--- config.mk ---
export PLATFORM = sky130hd
export DESIGN_NAME = bfa_ctrl
export DESIGN_NICKNAME = d
export VERILOG_FILES = /design/src/rtl/bfa_pkg.sv /design/src/rtl/bfa_ctrl.sv
export SDC_FILE = /design/constraint.sdc
export NUM_CORES = 1
export LEC_CHECK = 0
export ABC_AREA = 1
export BUFFER_PORTS_ARGS = -buffer_cell sky130_fd_sc_hd__buf_4
export CORE_ASPECT_RATIO = 2
export CORE_MARGIN = 5
export CORE_UTILIZATION = 45
export DETAILED_ROUTE_END_ITERATION = 12
export PLACE_DENSITY = 0.67
export SLEW_MARGIN = 20
export SYNTH_ARGS = -nofsm -noshare
export SYNTH_HDL_FRONTEND = slang
export SYNTH_SLANG_ARGS = --single-unit
--- constraint.sdc ---
create_clock -name i_clk -period 1.45 [get_ports i_clk]
set_input_delay 0.435 -clock i_clk [delete_from_list [all_inputs] [get_ports i_clk]]
set_output_delay 0.435 -clock i_clk [all_outputs]
set_load 0.05 [all_outputs]
--- src/rtl/bfa_pkg.sv ---
// Purpose: shared constants and types for the fault, alert and balance block
// Assumes: 8-bit register port, one 250 MHz clock domain
// Notes: register offsets are register indices on the plain port
package bfa_pkg;

  localparam int DW = 8;
  localparam int AW = 4;
  localparam int NCELL = 10;

  // register offsets
  localparam logic [AW-1:0] A_STATUS = 4'h0;
  localparam logic [AW-1:0] A_OUT_CTRL = 4'h1;
  localparam logic [AW-1:0] A_STATE_CTRL = 4'h2;
  localparam logic [AW-1:0] A_FUNC_CTRL = 4'h3;
  localparam logic [AW-1:0] A_CELL_BAL = 4'h4;

  // status fields
  localparam int ST_OCD = 0;
  localparam int ST_SCD = 1;
  localparam int ST_OV = 2;
  localparam int ST_UV = 3;
  localparam int ST_OT = 4;
  localparam int ST_ALERT = 5;
  localparam int ST_UNLAT = 6;
  localparam int ST_HOST = 7;

  // output control fields
  localparam int OC_DSG = 0;
  localparam int OC_CHG = 1;
  localparam int OC_LTCH = 2;
  localparam int OC_AUX = 3;

  // state control fields
  localparam int SC_GAIN = 0;
  localparam int SC_HOST = 7;

  // function control fields
  localparam int FC_AMP_EN = 0;
  localparam int FC_OFS_CAL = 1;
  localparam int FC_THERM = 2;
  localparam int FC_BAL9 = 3;
  localparam int FC_BAL10 = 4;

  // reset values
  localparam logic [DW-1:0] OUT_CTRL_RST = 8'h00;
  localparam logic [DW-1:0] STATE_CTRL_RST = 8'h00;
  localparam logic [DW-1:0] FUNC_CTRL_RST = 8'h00;
  localparam logic [DW-1:0] CELL_BAL_RST = 8'h00;

  // amplifier gains selected by the gain bit
  localparam int GAIN_HI = 50;
  localparam int GAIN_LO = 10;

  // host reset hold time
  localparam int CLK_MHZ = 250;
  localparam int RST_HOLD_US = 1000;
  localparam int RST_CYC = RST_HOLD_US * CLK_MHZ;
  localparam int RCW = 18;

  // analog comparator levels from the front end
  typedef struct packed {
    logic discharge_overcurrent;
    logic discharge_short;
    logic uv;
    logic therm_low;
    logic mon_active;
    logic reg_ok;
    logic zero_volt_charge_en;
  } bfa_pins_t;

  // per cell: above threshold, above threshold minus hysteresis
  typedef struct packed {
    logic [NCELL-1:0] ov;
    logic [NCELL-1:0] hi;
  } bfa_cells_t;

  // fault group, status bit order
  typedef struct packed {
    logic ot;
    logic uv;
    logic ov;
    logic discharge_short;
    logic discharge_overcurrent;
  } bfa_flt_t;

endpackage

--- src/rtl/bfa_ctrl.sv ---
// Purpose: fault latch, alert, balance, output gating and host reset
// Assumes: comparator levels are asynchronous and pass two flops
// Notes: open-drain pins are shown only by their pull-down enables
//
// Operation
// - gain bit picks gain 50 or 10
// - current pin off unless enabled; cal selects offset
// - disabled current pin tied to ground
// - host mode: bypass follows select bits
// - stand-alone: overvoltage stops charge, bypasses those cells
// - bypass ends at hysteresis; all stop on release
// - never bypass two adjacent cells together
// - bypass forced off during monitor intervals
// - thermistor drive only from its enable bit
// - thermistor low: both drives off, flag set
// - aux open-drain from its control bit, except in stand-alone zero-volt charge
// - stand-alone zero-volt charge uses aux for precharge
// - alert low whenever any fault detected
// - stand-alone alert releases when faults clear
// - host mode faults latched until toggle completes
// - status read after unlatch releases alert
// - latch-clear ignored during over/undervoltage; host waits
// - host reset held low after regulator start
// - host reset low while regulator out of spec
`timescale 1ns/10ps
module bfa_ctrl
  import bfa_pkg::*;
#(
  parameter int P_RST_CYC = RST_CYC
) (
  // clock and reset
  input wire logic i_clk,
  input wire logic i_arst_n,
  // register port
  input wire logic [AW-1:0] i_addr,
  input wire logic [DW-1:0] i_wdata,
  input wire logic i_wr,
  input wire logic i_rd,
  output logic [DW-1:0] o_rdata,
  // analog comparators, asynchronous
  input wire bfa_pins_t i_pins,
  input wire bfa_cells_t i_cells,
  // current monitor
  output logic o_current_gain_sel,
  output logic o_current_amp_en,
  output logic o_current_offset_cal,
  output logic o_current_out_pin_gnd,
  // cell bypass switches
  output logic [NCELL-1:0] o_bypass_sel,
  // switch drives, high turns the switch on
  output logic o_charge_switch_drive,
  output logic o_discharge_switch_drive,
  // thermistor and aux open drain
  output logic o_thermistor_drive,
  output logic o_aux_open_drain_out_oe,
  // host signals
  output logic o_host_alert_n,
  output logic o_host_reset_n_oe
);

  // synchronisers
  bfa_pins_t pins_m_q;
  bfa_pins_t pins_q;
  bfa_cells_t cells_m_q;
  bfa_cells_t cells_q;

  always_ff @(posedge i_clk or negedge i_arst_n) begin
    if (!i_arst_n) begin
      pins_m_q <= '0;
      pins_q <= '0;
      cells_m_q <= '0;
      cells_q <= '0;
    end else begin
      pins_m_q <= i_pins;
      pins_q <= pins_m_q;
      cells_m_q <= i_cells;
      cells_q <= cells_m_q;
    end
  end

  // registers
  logic [DW-1:0] out_ctrl_q;
  logic [DW-1:0] state_ctrl_q;
  logic [DW-1:0] func_ctrl_q;
  logic [DW-1:0] cell_bal_q;
  logic host_mode;
  logic wr_oc;

  assign host_mode = state_ctrl_q[SC_HOST];
  assign wr_oc = i_wr && (i_addr == A_OUT_CTRL);

  always_ff @(posedge i_clk or negedge i_arst_n) begin
    if (!i_arst_n) begin
      out_ctrl_q <= OUT_CTRL_RST;
      state_ctrl_q <= STATE_CTRL_RST;
      func_ctrl_q <= FUNC_CTRL_RST;
      cell_bal_q <= CELL_BAL_RST;
    end else if (i_wr) begin
      case (i_addr)
        A_OUT_CTRL: out_ctrl_q <= i_wdata;
        A_STATE_CTRL: state_ctrl_q <= i_wdata;
        A_FUNC_CTRL: func_ctrl_q <= i_wdata;
        A_CELL_BAL: cell_bal_q <= i_wdata;
        default: ;
      endcase
    end
  end

  // fault conditions
  bfa_flt_t cur;
  bfa_flt_t cur_q;
  bfa_flt_t lat_q;
  logic ov_any;
  logic fault_rise;

  always_comb begin
    ov_any = |cells_q.ov;
    cur.ot = pins_q.therm_low;
    cur.uv = pins_q.uv;
    cur.ov = ov_any;
    cur.discharge_short = pins_q.discharge_short;
    cur.discharge_overcurrent = pins_q.discharge_overcurrent;
    fault_rise = |(cur & ~cur_q);
  end

  // latch-clear toggle detector
  logic lc_block;
  logic armed_q;
  logic toggle_done;

  // clear changes ignored while over/undervoltage is seen
  assign lc_block = ov_any || pins_q.uv;
  assign toggle_done = wr_oc && !lc_block && armed_q &&
                       !i_wdata[OC_LTCH];

  always_ff @(posedge i_clk or negedge i_arst_n) begin
    if (!i_arst_n) begin
      armed_q <= 1'b0;
    end else if (wr_oc && !lc_block) begin
      armed_q <= i_wdata[OC_LTCH];
    end
  end

  // fault latches, set wins over the toggle
  always_ff @(posedge i_clk or negedge i_arst_n) begin
    if (!i_arst_n) begin
      lat_q <= '0;
      cur_q <= '0;
    end else begin
      cur_q <= cur;
      if (!host_mode) begin
        lat_q <= cur;
      end else if (toggle_done) begin
        lat_q <= cur;
      end else begin
        lat_q <= lat_q | cur;
      end
    end
  end

  // alert
  logic unlat_q;
  logic alert_n_q;
  logic st_rd;

  assign st_rd = i_rd && (i_addr == A_STATUS);

  always_ff @(posedge i_clk or negedge i_arst_n) begin
    if (!i_arst_n) begin
      unlat_q <= 1'b0;
      alert_n_q <= 1'b1;
    end else if (!host_mode) begin
      unlat_q <= 1'b0;
      alert_n_q <= ~|cur;
    end else if (fault_rise) begin
      // a new fault beats a release in the same cycle
      alert_n_q <= 1'b0;
      unlat_q <= toggle_done;
    end else if (toggle_done) begin
      unlat_q <= 1'b1;
    end else if (st_rd && unlat_q && (lat_q == '0)) begin
      alert_n_q <= 1'b1;
      unlat_q <= 1'b0;
    end
  end

  // adjacency filter, higher cells win, never next to held ones
  function automatic logic [NCELL-1:0] nonadj(
    input logic [NCELL-1:0] keep,
    input logic [NCELL-1:0] want
  );
    logic [NCELL-1:0] g;
    logic up;
    logic dn;
    g = '0;
    for (int i = NCELL - 1; i >= 0; i--) begin
      up = (i < NCELL - 1) ? (keep[i+1] | g[i+1]) : 1'b0;
      dn = (i > 0) ? keep[i-1] : 1'b0;
      g[i] = want[i] & ~keep[i] & ~up & ~dn;
    end
    return keep | g;
  endfunction

  // stand-alone balancing state
  logic [NCELL-1:0] sa_bal_q;
  logic [NCELL-1:0] sa_keep;
  logic [NCELL-1:0] host_sel;
  logic [NCELL-1:0] bal_sel;
  logic ov_prot_q;

  always_comb begin
    sa_keep = sa_bal_q & cells_q.hi;
    host_sel = {func_ctrl_q[FC_BAL10], func_ctrl_q[FC_BAL9],
                cell_bal_q};
    bal_sel = host_mode ? nonadj('0, host_sel) : sa_bal_q;
  end

  always_ff @(posedge i_clk or negedge i_arst_n) begin
    if (!i_arst_n) begin
      ov_prot_q <= 1'b0;
      sa_bal_q <= '0;
    end else if (host_mode) begin
      ov_prot_q <= 1'b0;
      sa_bal_q <= '0;
    end else begin
      // protection holds until no cell is over and none is bypassed
      ov_prot_q <= ov_any || (ov_prot_q && (sa_keep != '0));
      if (ov_any || ov_prot_q) begin
        sa_bal_q <= nonadj(sa_keep, cells_q.ov);
      end else begin
        sa_bal_q <= '0;
      end
    end
  end

  // host reset timer
  logic [RCW-1:0] rst_cnt_q;
  logic rst_done;

  assign rst_done = rst_cnt_q == RCW'(P_RST_CYC);

  always_ff @(posedge i_clk or negedge i_arst_n) begin
    if (!i_arst_n) begin
      rst_cnt_q <= '0;
    end else if (!pins_q.reg_ok) begin
      rst_cnt_q <= '0;
    end else if (!rst_done) begin
      rst_cnt_q <= rst_cnt_q + 1'b1;
    end
  end

  // switch drives
  logic chg_d;
  logic dsg_d;

  always_comb begin
    if (host_mode) begin
      chg_d = out_ctrl_q[OC_CHG] & ~lat_q.ov & ~lat_q.discharge_overcurrent &
              ~lat_q.discharge_short;
      dsg_d = out_ctrl_q[OC_DSG] & ~lat_q.uv & ~lat_q.discharge_overcurrent &
              ~lat_q.discharge_short;
    end else begin
      chg_d = ~(ov_any | ov_prot_q | cur.discharge_overcurrent | cur.discharge_short);
      dsg_d = ~(cur.uv | cur.discharge_overcurrent | cur.discharge_short);
    end
    // thermistor trip and a dead regulator override both modes
    chg_d = chg_d & ~pins_q.therm_low & pins_q.reg_ok;
    dsg_d = dsg_d & ~pins_q.therm_low & pins_q.reg_ok;
  end

  // output flops
  always_ff @(posedge i_clk or negedge i_arst_n) begin
    if (!i_arst_n) begin
      o_current_gain_sel <= 1'b0;
      o_current_amp_en <= 1'b0;
      o_current_offset_cal <= 1'b0;
      o_current_out_pin_gnd <= 1'b1;
      o_bypass_sel <= '0;
      o_charge_switch_drive <= 1'b0;
      o_discharge_switch_drive <= 1'b0;
      o_thermistor_drive <= 1'b0;
      o_aux_open_drain_out_oe <= 1'b0;
      o_host_alert_n <= 1'b1;
      o_host_reset_n_oe <= 1'b1;
    end else begin
      o_current_gain_sel <= state_ctrl_q[SC_GAIN];
      o_current_amp_en <= func_ctrl_q[FC_AMP_EN];
      o_current_offset_cal <= func_ctrl_q[FC_AMP_EN] &
                              func_ctrl_q[FC_OFS_CAL];
      o_current_out_pin_gnd <= ~func_ctrl_q[FC_AMP_EN];
      o_bypass_sel <= pins_q.mon_active ? '0 : bal_sel;
      o_charge_switch_drive <= chg_d;
      o_discharge_switch_drive <= dsg_d;
      // host owns the enable in host mode too
      o_thermistor_drive <= func_ctrl_q[FC_THERM];
      if (!host_mode && pins_q.zero_volt_charge_en) begin
        // precharge path on while the pack sits undervoltage
        o_aux_open_drain_out_oe <= pins_q.uv;
      end else begin
        o_aux_open_drain_out_oe <= out_ctrl_q[OC_AUX];
      end
      o_host_alert_n <= alert_n_q;
      o_host_reset_n_oe <= !(pins_q.reg_ok && rst_done);
    end
  end

  // read data, one cycle after the strobe
  always_ff @(posedge i_clk or negedge i_arst_n) begin
    if (!i_arst_n) begin
      o_rdata <= '0;
    end else if (i_rd) begin
      case (i_addr)
        A_STATUS: o_rdata <= {host_mode, unlat_q, ~alert_n_q, lat_q};
        A_OUT_CTRL: o_rdata <= out_ctrl_q;
        A_STATE_CTRL: o_rdata <= state_ctrl_q;
        A_FUNC_CTRL: o_rdata <= func_ctrl_q;
        A_CELL_BAL: o_rdata <= cell_bal_q;
        default: o_rdata <= '0;
      endcase
    end else begin
      o_rdata <= '0;
    end
  end

endmodule

**After elaboration in Yosys (flattened, before gate mapping)**

Cells that the tools add are included.

- Bitwise gates (word level): 104
- Add/subtract/negate cells: 1
- Equal/unequal tests: 9
- Multiplexer cells: 22
- Reductions and logical operators: 29

Operator list:

| cell | number |
|---|---|
| $and 1x1->1 | 48 |
| $mux 10 | 4 |
| $pmux 8 s5 | 1 |
| $not 1->1 | 37 |
| $mux 18 | 2 |
| $add 18x1->18 const B | 1 |
| $eq 18x18->1 const B | 1 |
| $or 1x1->1 | 14 |
| $reduce_or 14->1 | 1 |
| $mux 1 | 12 |
| $and 10x10->10 | 1 |
| $logic_and 1x1->1 | 10 |
| $mux 5 | 2 |
| $or 10x10->10 | 1 |
| $reduce_and 2->1 | 5 |
| $reduce_bool 10->1 | 1 |
| $reduce_or 10->1 | 1 |
| $eq 4x2->1 const B | 2 |
| $mux 8 | 1 |
| $and 5x5->5 | 1 |
| $logic_not 1->1 | 5 |
| $logic_not 5->1 | 1 |
| $not 5->5 | 1 |
| $or 5x5->5 | 1 |
| other kinds (9) | 11 |

- Output and inout port bits: 28
- Logic and storage cells: 215
- Flip-flop bits (word level): 156

**Longest topological paths before layout**

Gate-level depths: netlist (run 1).

- Depth in word-level cells: 42
- Mapped depth: 12

**Least setup slack after synthesis (run 1)**

OpenSTA, ideal clock, no wires.

- Path type: input to register
- From: input port i_addr[3]
- To: register lat_q[0] (netlist bit)
- Cell stages on the path: 8
- Data required time: 1.323 ns
- Slack: -0.185 ns
- Data arrival time: 1.509 ns
- Cell sequence: nor2_4 > inv_2 > nor3_4 > nand2_4 > nor3_4 > nand3_2 > inv_1 > o31ai_1

- Cells in the longest elaborated chain, start to end: 7

Ends and longest elaborated chain:

| what | RTL line | RTL |
|---|---|---|
| from (decl) | bfa_ctrl.sv:35 | `input wire logic [AW-1:0] i_addr,` |
| $eq 4x1->1 | bfa_ctrl.sv:90 | `assign wr_oc = i_wr && (i_addr == A_OUT_CTRL);` |
| $logic_and 1x1->1 | bfa_ctrl.sv:90 |  |
| $logic_and 1x1->1 (3 in a row) | bfa_ctrl.sv:133 | `assign toggle_done = wr_oc && !lc_block && armed_q &&` |
| $mux 5 | bfa_ctrl.sv:153 | `end else if (toggle_done) begin` |
| $mux 5 | bfa_ctrl.sv:151 | `if (!host_mode) begin` |
| to (signal assigned) | bfa_ctrl.sv:152 | `lat_q <= cur;` |
| to (signal assigned) | bfa_ctrl.sv:154 | `lat_q <= cur;` |
| to (signal assigned) | bfa_ctrl.sv:156 | `lat_q <= lat_q \| cur;` |
| to (decl) | bfa_ctrl.sv:112 | `bfa_flt_t lat_q;` |

Every way passes these cells.
A chain may end at the register's enable or synchronous reset.

==> results.yml, run 1 <==
layout:
  fillers: 899
  final_cells: 860
  nets: 742
  multi_input_area_mm2: 0.00196
  stdcell_area_mm2: 0.00821
  seq_area_mm2: 0.00391
  drive_gt1_share_pct: 41.0
  syn_to_final_growth_pct: 44.3
  diodes: 0
power_and_ir_drop:
  seq_power_share_pct: 45.0
  p_leak_nw: 3.90
  combPwrFrac_pct: 15.5
  swShare_pct: 27.6
  ir_drop_v: 0.00102
  power_density_mw_per_mm2: 1380
  p_clk_share_pct: 39.5
  p_total_w: 0.0113
  power.net_switching_w: 0.00312
  internal_power_w: 0.00818
synthesis:
  yosys.area_share.simple_pct: 14.7
  yosysWarnings: 0
  synth_xor_area_share_pct: 0.308
  ys_seq_area_share_pct: 68.7
  synthFlopType: "dfrtp_1"
  ys_top_cells_by_count: "dfrtp_1 (152), nand2_1 (98), o21ai_0 (54)"
  synth_area_leader_cell: "dfrtp_1"
  synth_compound_area_share_pct: 11.8
  synth-edff-count: 0
  synth_seq_cells: 156
  synth_top_family_by_area: "simple AND/OR/NAND/NOR gates"
  synth_area_leaders: "dfrtp_1 (67%), nand2_1 (6.5%), o21ai_0 (4.7%), inv_1 (3.2%), a21oi_1 (3.2%)"
  ys_types: 40
  yosysMostFrequentCell: "dfrtp_1"
  yosysTopAreaCellShare_pct: 66.8
  synthArstFlopShare_pct: 100
  synth.cell_area_mm2: 0.00569
  netlist_instances: 522
  syn_nets: 567
  synthAdderAreaFrac_pct: 0.440
  synthMuxAreaShare_pct: 0
  avgSynthCellArea_um2: 10.9
detailed_routing:
  wl_per_cell_um: 17.0
  wl_mm: 14.6
  route.detailed.drc: 0
  dr.first_iter.drc_count: 276
  final_antenna_net_count: 0
  viasPerCell: 5.27
  via_count: 4530
  dr.pass1.iters: 7
setup_path:
  cp-start-kind: "flop"
  cp_max_fo: 5
  crit_path_cell_trace: "nor4_2 -> and3_4 -> inv_4 -> nor3_4 -> nand3_4 -> inv_4 -> o31ai_4"
  r2r_cells: 7
  crit_type: "flop to flop"
  critPathSlowestCell: "dfrtp_1"
  arrival_ps: 1880
  cp.required_ps: 1740
  r2r-end: "lat_q[3]$_DFF_PN0_"
  ff2ff_setup_slack_ps: -140
  r2r-start: "cells_q[16]$_DFF_PN0_"
  critical_path.endpoint_type: "flop"
  crit_path_max_incr_delay_ps: 400
  crit_top_cell: "inv_4"
sta:
  rsz0062_at_grt: "yes"
  finalSetupViolations: 23
  fin_crit_sh_pct: 109
  hold_slack_ps: 118
  setup_ws_ps: -135
  fin_skew_ps: 7.44
  hold_violations: 0
  tightest_slew_ps: 393
  fmax_mhz: 631
  maxSlewViolCount: 0
  max_slew_margin_pct: 73.5
  fin_crit_ps: 1590
floorplan:
  dieHeight_um: 169
  initial_core_util_pct: 45.6
  rows: 58
  core_mm2: 0.0125
  dieArea_mm2: 0.0151
  dieWidth_um: 89.5
  io_pins: 71
min_path:
  min_to: "pins_m_q[4]$_DFF_PN0_"
  min_path_cells: 1
  hp-class: "input port to flop"
  hp-start: "i_pins[4]"
global_routing:
  grt-ovfl-total: 0
  grt_use_total_pct: 20.3
  grt_max_degree: 44
  grt_pass1_vias: 4830
  antenna_found_initial: 0
  grt_pass1_wl_mm: 23.0
clock_tree:
  h-tree-depth: 4
  clkTransAtPathRegs_ps: 60
  tritoncts: "done"
  cts.path.max_buffers: 2
  cts_buffers: 17
  clockRootBuffer: "clkbuf_16"
  clock_latency_ps: 420
  cts_sinks: 156
placed_design:
  place_hpwl_mm: 9.93
  place_inst: 807
  placed_cell_area_mm2: 0.00702
  portBuffers: 70
  routabilityCongestion: 0.857
run_status:
  violations: "negative setup slack"
  status: "complete, but fails checks"
job:
  drv_cap: 0
[worst max-delay path, delay by kind of cell (launching register included)]
kind | cells | cell delay [ps]
DFF | 1 | 400
and+or+nand+nor | 4 | 820
buffers and inverters | 2 | 160
AOI/OAI and AO/OA | 1 | 70
[cell usage in the layout (no fill, tap or decap), types with 7 or more instances in the layout]
cell type | synthesis | routed
dfrtp_1 | 152 | 150
buf_4 | 0 | 150
nand2_1 | 98 | 79
o21ai_0 | 54 | 47
inv_1 | 49 | 42
a21oi_1 | 36 | 29
nor2_1 | 27 | 20
nand2_2 | 0 | 18
clkbuf_16 | 0 | 17
nand3_2 | 1 | 15
a31oi_1 | 10 | 10
a21oi_2 | 0 | 7
nor2_4 | 1 | 7
nand3_1 | 23 | 7
[cells by family after synthesis]
group,after synthesis
AOI/OAI and AO/OA,120
adders and majority gates,2
xor gates and xnor gates,2
and+or+nand+nor,181
DFF,156
buffers and inverters,61
[routing by layer]
| metal | vias to the layer above | wire length, um | GRT usage (%) |
|---|---|---|---|
| met5 | - | 0 | 0 |
| met4 | 0 | 851 | 12.8 |
| met3 | 51 | 665 | 5.07 |
| met2 | 169 | 8310 | 36.3 |
| met1 | 2198 | 4790 | 19.9 |
| li1 | 2112 | - | - |
[registers in the layout (all words and copies together), names as in the netlist, 3 cells and up]
register,count
cell_bal_q,8
cells_m_q,20
cells_q,20
cur,4
cur_q,5
func_ctrl_q,8
lat_q,5
o_bypass_sel,10
o_rdata,8
out_ctrl_q,8
pins_m_q,7
pins_q,3
rst_cnt_q,18
sa_bal_q,10
state_ctrl_q,8
[final cells by class]
cell class	count	area share, %
tap	150	2.29
sequential	156	47.6
clock inverter	12	1.66
multi-input combinational	305	23.8
timing repair buffer	165	16.4
clock buffer	20	5.68
inverter	52	2.48
[how the worst max path moves through the flow]
stage	startpoint	endpoint	slack (ps)	cells after the start
final	cells_q[16]$_DFF_PN0_	lat_q[3]$_DFF_PN0_	-140	7
after global routing	cells_q[16]$_DFF_PN0_	unlat_q$_DFFE_PN0P_	-250	7
after CTS	rst_cnt_q[1]$_DFFE_PN0P_	rst_cnt_q[14]$_DFFE_PN0P_	-150	8
after detailed placement	rst_cnt_q[0]$_DFFE_PN0P_	rst_cnt_q[1]$_DFFE_PN0P_	-220	6
after global placement	cells_q[11]$_DFF_PN0_	alert_n_q$_DFFE_PN1P_	-180	5
after floorplan	i_addr[3]	lat_q[0]$_DFF_PN0_	-190	8
[power by group through the flow]
| stage | Clock (W) | Combinational, W | Sequential [W] |
|---|---|---|---|
| 2_1_floorplan | 0 | 0.000524 | 0.00536 |
| 3_3_place_gp | 0 | 0.00151 | 0.00511 |
| 3_5_place_dp | 0 | 0.00155 | 0.00513 |
| 4_1_cts | 0.00451 | 0.00165 | 0.00507 |
| 5_1_grt | 0.00470 | 0.00191 | 0.00513 |
| 6_report | 0.00446 | 0.00175 | 0.00508 |
[what timing repair did]
item,in CTS,in global routing
buffers inserted,16,10
pin swaps,25,33
cloned,0,0
hold endpoints to repair,22,0
hold buffers,1,0
setup endpoints to repair,36,42
gates resized for setup,45,69
[through the flow]
| stage | utilization (%) | worst slack (ps) | TNS, ps |
|---|---|---|---|
| floorplan | - | -185 | -1170 |
| global placement | 56.3 | -175 | -4510 |
| detailed placement | 56.3 | -217 | -5970 |
| CTS | 63.4 | -154 | -2250 |
| global route | 65.8 | -254 | -4600 |
| finish | 65.8 | -135 | -1710 |
Power figures use the tool's default switching activity.
==> run 2, diff against run 1 <==
CORE_UTILIZATION = 39   (was 45)
PLACE_DENSITY = not set   (was 0.67)
clock period = 1.8 ns   (was 1.45 ns; I/O delays follow)
==> run 2 against run 1 <==
The run still ends with negative setup slack left. Clock power decreased by 19%. Sequential power shrank 19%. Design area decreased by 9.6%. Via count down 6.5%. Worst hold slack worse by 89 ps. Utilization down 14 points. Sequential share of layout area increased by 5.0 points. Largest cell class unchanged. Worst setup slack improved by 130 ps. Combinational power fell by 36%.
==> results.yml, run 2 (synthesis results as in run 1) <==
setup_path:
  cp-start-kind: "flop"
  worstPathBufferInverterCount: 1
  crit_family: "simple AND/OR/NAND/NOR gates"
  crit_type: "flop to flop"
  critical_path.endpoint_type: "flop"
  crit_top_cell: "nand2_2"
  critPathSlowestCell: "dfrtp_1"
  crit_path_max_incr_delay_ps: 370
  cp_max_fo: 3
  crit_path_cell_trace: "ha_2 -> nand2_2 -> nor3_2 -> nand2_1 -> nor4_2 -> buf_4 -> nand2_2 -> xor2_1 -> nor2_1"
  cp.required_ps: 2150
  cp.depth: 9
  arrival_ps: 2160
  r2r_cells: 9
clock_tree:
  tritoncts: "done"
  hold_buffers: 0
  clockRootBuffer: "clkbuf_16"
  cts_sinks: 156
  h-tree-depth: 4
  cts_buffers: 17
  clkTransAtPathRegs_ps: 60
  clock_latency_ps: 420
  cts.path.max_buffers: 2
sta:
  fmax_mhz: 554
  rsz0062_at_grt: "yes"
  fin_skew_ps: 8.56
  hold_violations: 0
  hold_slack_ps: 28.6
  fin_crit_sh_pct: 100
  maxSlewViolCount: 0
  setup_ws_ps: -5.51
  fin_crit_ps: 1810
  max_slew_margin_pct: 70.1
  finalSetupViolations: 2
  tightest_slew_ps: 448
layout:
  syn_to_final_growth_pct: 30.4
  drive_gt1_share_pct: 25.5
  nets: 684
  layout_common_cells: "dfrtp_1 (152), buf_4 (102), nand2_1 (94), o21ai_0 (54), inv_1 (49)"
  stdcell_area_mm2: 0.00743
  final_util_pct: 51.7
  diodes: 0
  largestRegisters: "cells_m_q x20, cells_q x20, rst_cnt_q x18"
  layout_commonest_cell: "dfrtp_1"
detailed_routing:
  final_antenna_net_count: 0
  dr.first_iter.drc_count: 183
  route.detailed.drc: 0
  viasPerCell: 5.03
  dr.pass1.iters: 5
  via_count: 4235
  wl_mm: 13.4
  wl_per_cell_um: 15.9
global_routing:
  grt_pass1_wl_mm: 21.6
  grt_pass1_vias: 4445
  grt_max_degree: 41
  grt_use_total_pct: 16.5
  antenna_found_initial: 0
  grt-ovfl-total: 0
floorplan:
  initial_core_util_pct: 39.7
  rows: 62
  dieWidth_um: 95.4
  io_pins: 71
  dieArea_mm2: 0.0173
  core_mm2: 0.0144
  dieHeight_um: 181
run_status:
  status: "complete, but fails checks"
  violations: "negative setup slack"
power_and_ir_drop:
  p_clk_share_pct: 40.8
  swShare_pct: 26.3
  ir_drop_v: 0.000678
  seq_power_share_pct: 46.4
  power_density_mw_per_mm2: 1190
  internal_power_w: 0.00649
  power.net_switching_w: 0.00232
  combPwrFrac_pct: 12.8
  p_leak_nw: 3.52
job:
  drv_cap: 0
placed_design:
  placed_cell_area_mm2: 0.00669
  portBuffers: 70
  routabilityCongestion: 0.936
  pre_cts_slack_ps: -34.5
  place_hpwl_mm: 10.0
min_path:
  hp-class: "input port to async pin"
==> run 2: cell types whose count changed in the layout (fill, tap and decap cells not counted), moves of 9 or more <==
cell     change
buf_4       -48
nand2_1     +15
nand2_2     -14
nand3_1     +11
nand3_2      -9
==> run 2: worst paths after layout <==
path	from	endpoint	slack (ps)
hold reg to reg	cells_m_q[19]$_DFF_PN0_	cells_q[19]$_DFF_PN0_	350
setup reg to reg	rst_cnt_q[1]$_DFFE_PN0P_	rst_cnt_q[16]$_DFFE_PN0P_	-6
min in group i_clk	i_cells[4]	cells_m_q[4]$_DFF_PN0_	220
hold / removal	i_arst_n	o_aux_open_drain_out_oe$_DFF_PN0_	30
max in group asynchronous	i_arst_n	o_current_out_pin_gnd$_DFF_PN1_	1180
setup / recovery	rst_cnt_q[1]$_DFFE_PN0P_	rst_cnt_q[16]$_DFFE_PN0P_	-6
==> run 2: worst register-to-register path, stage by stage, from the launching register on <==
cell,delay (ps)
dfrtp_1,370
ha_2,200
nand2_2,60
nor3_2,230
nand2_1,120
nor4_2,290
buf_4,180
nand2_2,40
xor2_1,140
nor2_1,100
==> run 2: through the flow <==
| step | power (W) | setup TNS, ps | instances |
|---|---|---|---|
| after CTS | 0.00887 | 0 | 833 |
| after floorplan | 0.00474 | 0 | 522 |
| after global placement | 0.00523 | 0 | 803 |
| after detailed placement | 0.00526 | -97.1 | 803 |
| after global routing | 0.00917 | -328 | 842 |
| final | 0.00881 | -10.8 | 842 |
==> run 2: power groups by stage <==
stage	Sequential [W]	Combinational, W	Clock (W)
after floorplan	0.00432	0.000421	0
after global placement	0.00414	0.00109	0
after detailed placement	0.00415	0.00111	0
after CTS	0.00409	0.00112	0.00367
after global routing	0.00413	0.00125	0.00380
final	0.00409	0.00112	0.00360
==> run 2: repair_timing <==
action,CTS,global route
resized for setup,1,17
setup endpoints to repair,1,8
pin swaps,0,10
buffers inserted,0,9
hold endpoints to repair,0,0
==> run 2: cell type report <==
type                       count  area (um^2)
timing repair buffer         107          857
multi-input combinational    305         1630
sequential                   156         3910
clock buffer                  20          457
tap                          192          240
clock inverter                10          139
inverter                      52          195
fill                        1302         6930
==> run 2: per-layer routing <==
metal | GRT usage [%] | part of all wire (%) | vias up | wire length, um
li1 | - | - | 1983 | -
met2 | 31.1 | 58 | 151 | 7780
met5 | 0 | 0 | - | 0
met3 | 3.50 | 4.6 | 35 | 612
met1 | 16.0 | 34 | 2066 | 4500
met4 | 9.06 | 3.8 | 0 | 505
==> run 3, diff against run 2 <==
==> constraint.sdc (replaced) <==
create_clock -name i_clk -period 1.8 [get_ports i_clk]
set_input_delay 0.27 -clock i_clk [delete_from_list [all_inputs] [get_ports i_clk]]
set_output_delay 0.27 -clock i_clk [all_outputs]
set_load 0.05 [all_outputs]
==> run 3 against run 2 <==
The flow now finishes without violations. Fmax is 8.5% higher. Clock skew is 3.7 ps higher. Non-clock buffer count is 12 higher. Count of clock-buffer cells in the layout is 1 higher. Final cell count is 1.4% higher. First-iteration DRC count is 53% higher. Routed wire length is 3.9% lower. Flip-flop and latch count stayed put. Via count is 0.71% lower. Critical path type unchanged. Critical endpoint is now lat_q[3]$_DFF_PN0_.
==> results.yml, run 3 (synthesis results as in run 1) <==
run_status:
  status: "complete, no violations"
floorplan:
  dieHeight_um: 181
  initial_core_util_pct: 39.7
  rows: 62
  dieWidth_um: 95.4
  dieArea_mm2: 0.0173
  core_mm2: 0.0144
  io_pins: 71
clock_tree:
  tritoncts: "done"
  clockRootBuffer: "clkbuf_16"
  clkTransAtPathRegs_ps: 60
  cts_sinks: 156
  cts.path.max_buffers: 2
  h-tree-depth: 4
  clock_latency_ps: 420
  cts_buffers: 17
setup_path:
  cp_max_fo: 5
  crit_path_cell_trace: "nor4_2 -> and3_2 -> inv_1 -> nor3_4 -> nand3_2 -> inv_1 -> o31ai_1"
  critical_path.endpoint_type: "flop"
  arrival_ps: 1950
  r2r_cells: 7
  crit_top_cell: "inv_1"
  crit_type: "flop to flop"
  crit_path_max_incr_delay_ps: 390
  critPathSlowestCell: "dfrtp_1"
  cp.required_ps: 2090
  cp-start-kind: "flop"
sta:
  fin_crit_ps: 1660
  hold_violations: 0
  setup_ws_ps: 136
  max_slew_margin_pct: 69.4
  maxSlewViolCount: 0
  finalSetupViolations: 0
  tightest_slew_ps: 458
  fin_skew_ps: 12.2
  rsz0062_at_grt: "no"
  fmax_mhz: 601
  fin_setup_tns_ps: 0
  fin_crit_sh_pct: 92.5
global_routing:
  grt_use_total_pct: 15.9
  grt_max_degree: 49
  grt_pass1_wl_mm: 21.0
  antenna_found_initial: 0
  grt_pass1_vias: 4499
  grt-ovfl-total: 0
layout:
  diodes: 0
  final_cells: 854
  nets: 696
  layout_commonest_cell: "dfrtp_1"
  largestRegisters: "cells_m_q x20, cells_q x20, rst_cnt_q x18"
  layout_common_cells: "dfrtp_1 (152), nand2_1 (98), buf_4 (88), o21ai_0 (54), inv_1 (49)"
  drive_gt1_share_pct: 21.1
  syn_to_final_growth_pct: 32.1
job:
  drv_cap: 0
detailed_routing:
  via_count: 4205
  dr.pass1.iters: 4
  route.detailed.drc: 0
  wl_per_cell_um: 15.1
  final_antenna_net_count: 0
  dr.first_iter.drc_count: 280
  wl_mm: 12.9
  viasPerCell: 4.92
min_path:
  hp-class: "input port to flop"
  min_path_cells: 3
placed_design:
  place_hpwl_mm: 9.65
  routabilityCongestion: 0.866
  place_inst: 793
  portBuffers: 70
  pre_cts_slack_ps: -195
power_and_ir_drop:
  p_leak_nw: 3.54
  power_density_mw_per_mm2: 1160
  ir_drop_v: 0.000805
run 3: cell types whose count changed in the layout (fill, tap and decap cells not counted), sizes merged:
cell and change:
clkbuf +1, dlygate4sd3 +28, inv -1, bufinv -1, clkinvlp +1, buf -16
run 3: stage by stage:
stage          cell area (um^2)  hold slack (ps)  total power [W]  util [%]
6_report                   7520              171          0.00870      52.4
5_1_grt                    7520              177          0.00908      52.4
4_1_cts                    7460              157          0.00878      52.0
3_5_place_dp               6590              211          0.00523      45.9
3_3_place_gp               6590              208          0.00520      45.9
2_1_floorplan              5690            -25.6          0.00474         -
run 3: metal layers:
metal / part of all wire, % / track usage, % / up-vias
met3: 4.1 / 3.58 / 31
met4: 3.3 / 7.81 / 0
met5: 0 / 0 / -
met2: 59 / 30.5 / 108
li1: - / - / 2017
met1: 34 / 15.2 / 2049
run 3: what timing repair did:
action                     4_1_cts  5_1_grt
hold endpoints to repair        60        0
cloned                           0        0
resized for setup                2        7
setup endpoints to repair        1        9
pin swaps                        0        2
hold buffers                    28        0
setup buffers                    0        3
run 3: final cells by class:
| type | count | area (um^2) |
|---|---|---|
| well taps | 192 | 240 |
| clock inverters | 9 | 111 |
| fillers | 1273 | 6830 |
| clock buffers | 21 | 470 |
| inverters | 52 | 195 |
| flip-flops and latches | 156 | 3910 |
| repair buffers | 119 | 992 |
| multi-input cells | 305 | 1600 |
run 3: critical path, delay by kind of cell, from the launching register on:
| family | cells | cell delay (ps) |
|---|---|---|
| compound gates | 1 | 70 |
| simple gates | 4 | 850 |
| buf+inv | 2 | 230 |
| flops | 1 | 390 |
run 3: final timing paths:
kind / slack [ps] / end / startpoint
min reg2reg: 340 / cells_q[13]$_DFF_PN0_ / cells_m_q[13]$_DFF_PN0_
max in group asynchronous: 870 / o_current_out_pin_gnd$_DFF_PN1_ / i_arst_n
max: 140 / lat_q[3]$_DFF_PN0_ / cells_q[11]$_DFF_PN0_
min in group asynchronous: 350 / rst_cnt_q[17]$_DFFE_PN0P_ / i_arst_n
min: 170 / func_ctrl_q[6]$_DFFE_PN0P_ / i_wdata[6]
max reg2reg: 140 / lat_q[3]$_DFF_PN0_ / cells_q[11]$_DFF_PN0_
run 3: where the power goes:
group	switching (W)	internal (W)	total, W	leakage, nW
registers	0.000219	0.00386	0.00408	1.93
logic	0.000724	0.000398	0.00112	1.32
clock network	0.00136	0.00214	0.00350	0.282
total	0.00230	0.00640	0.00870	3.54
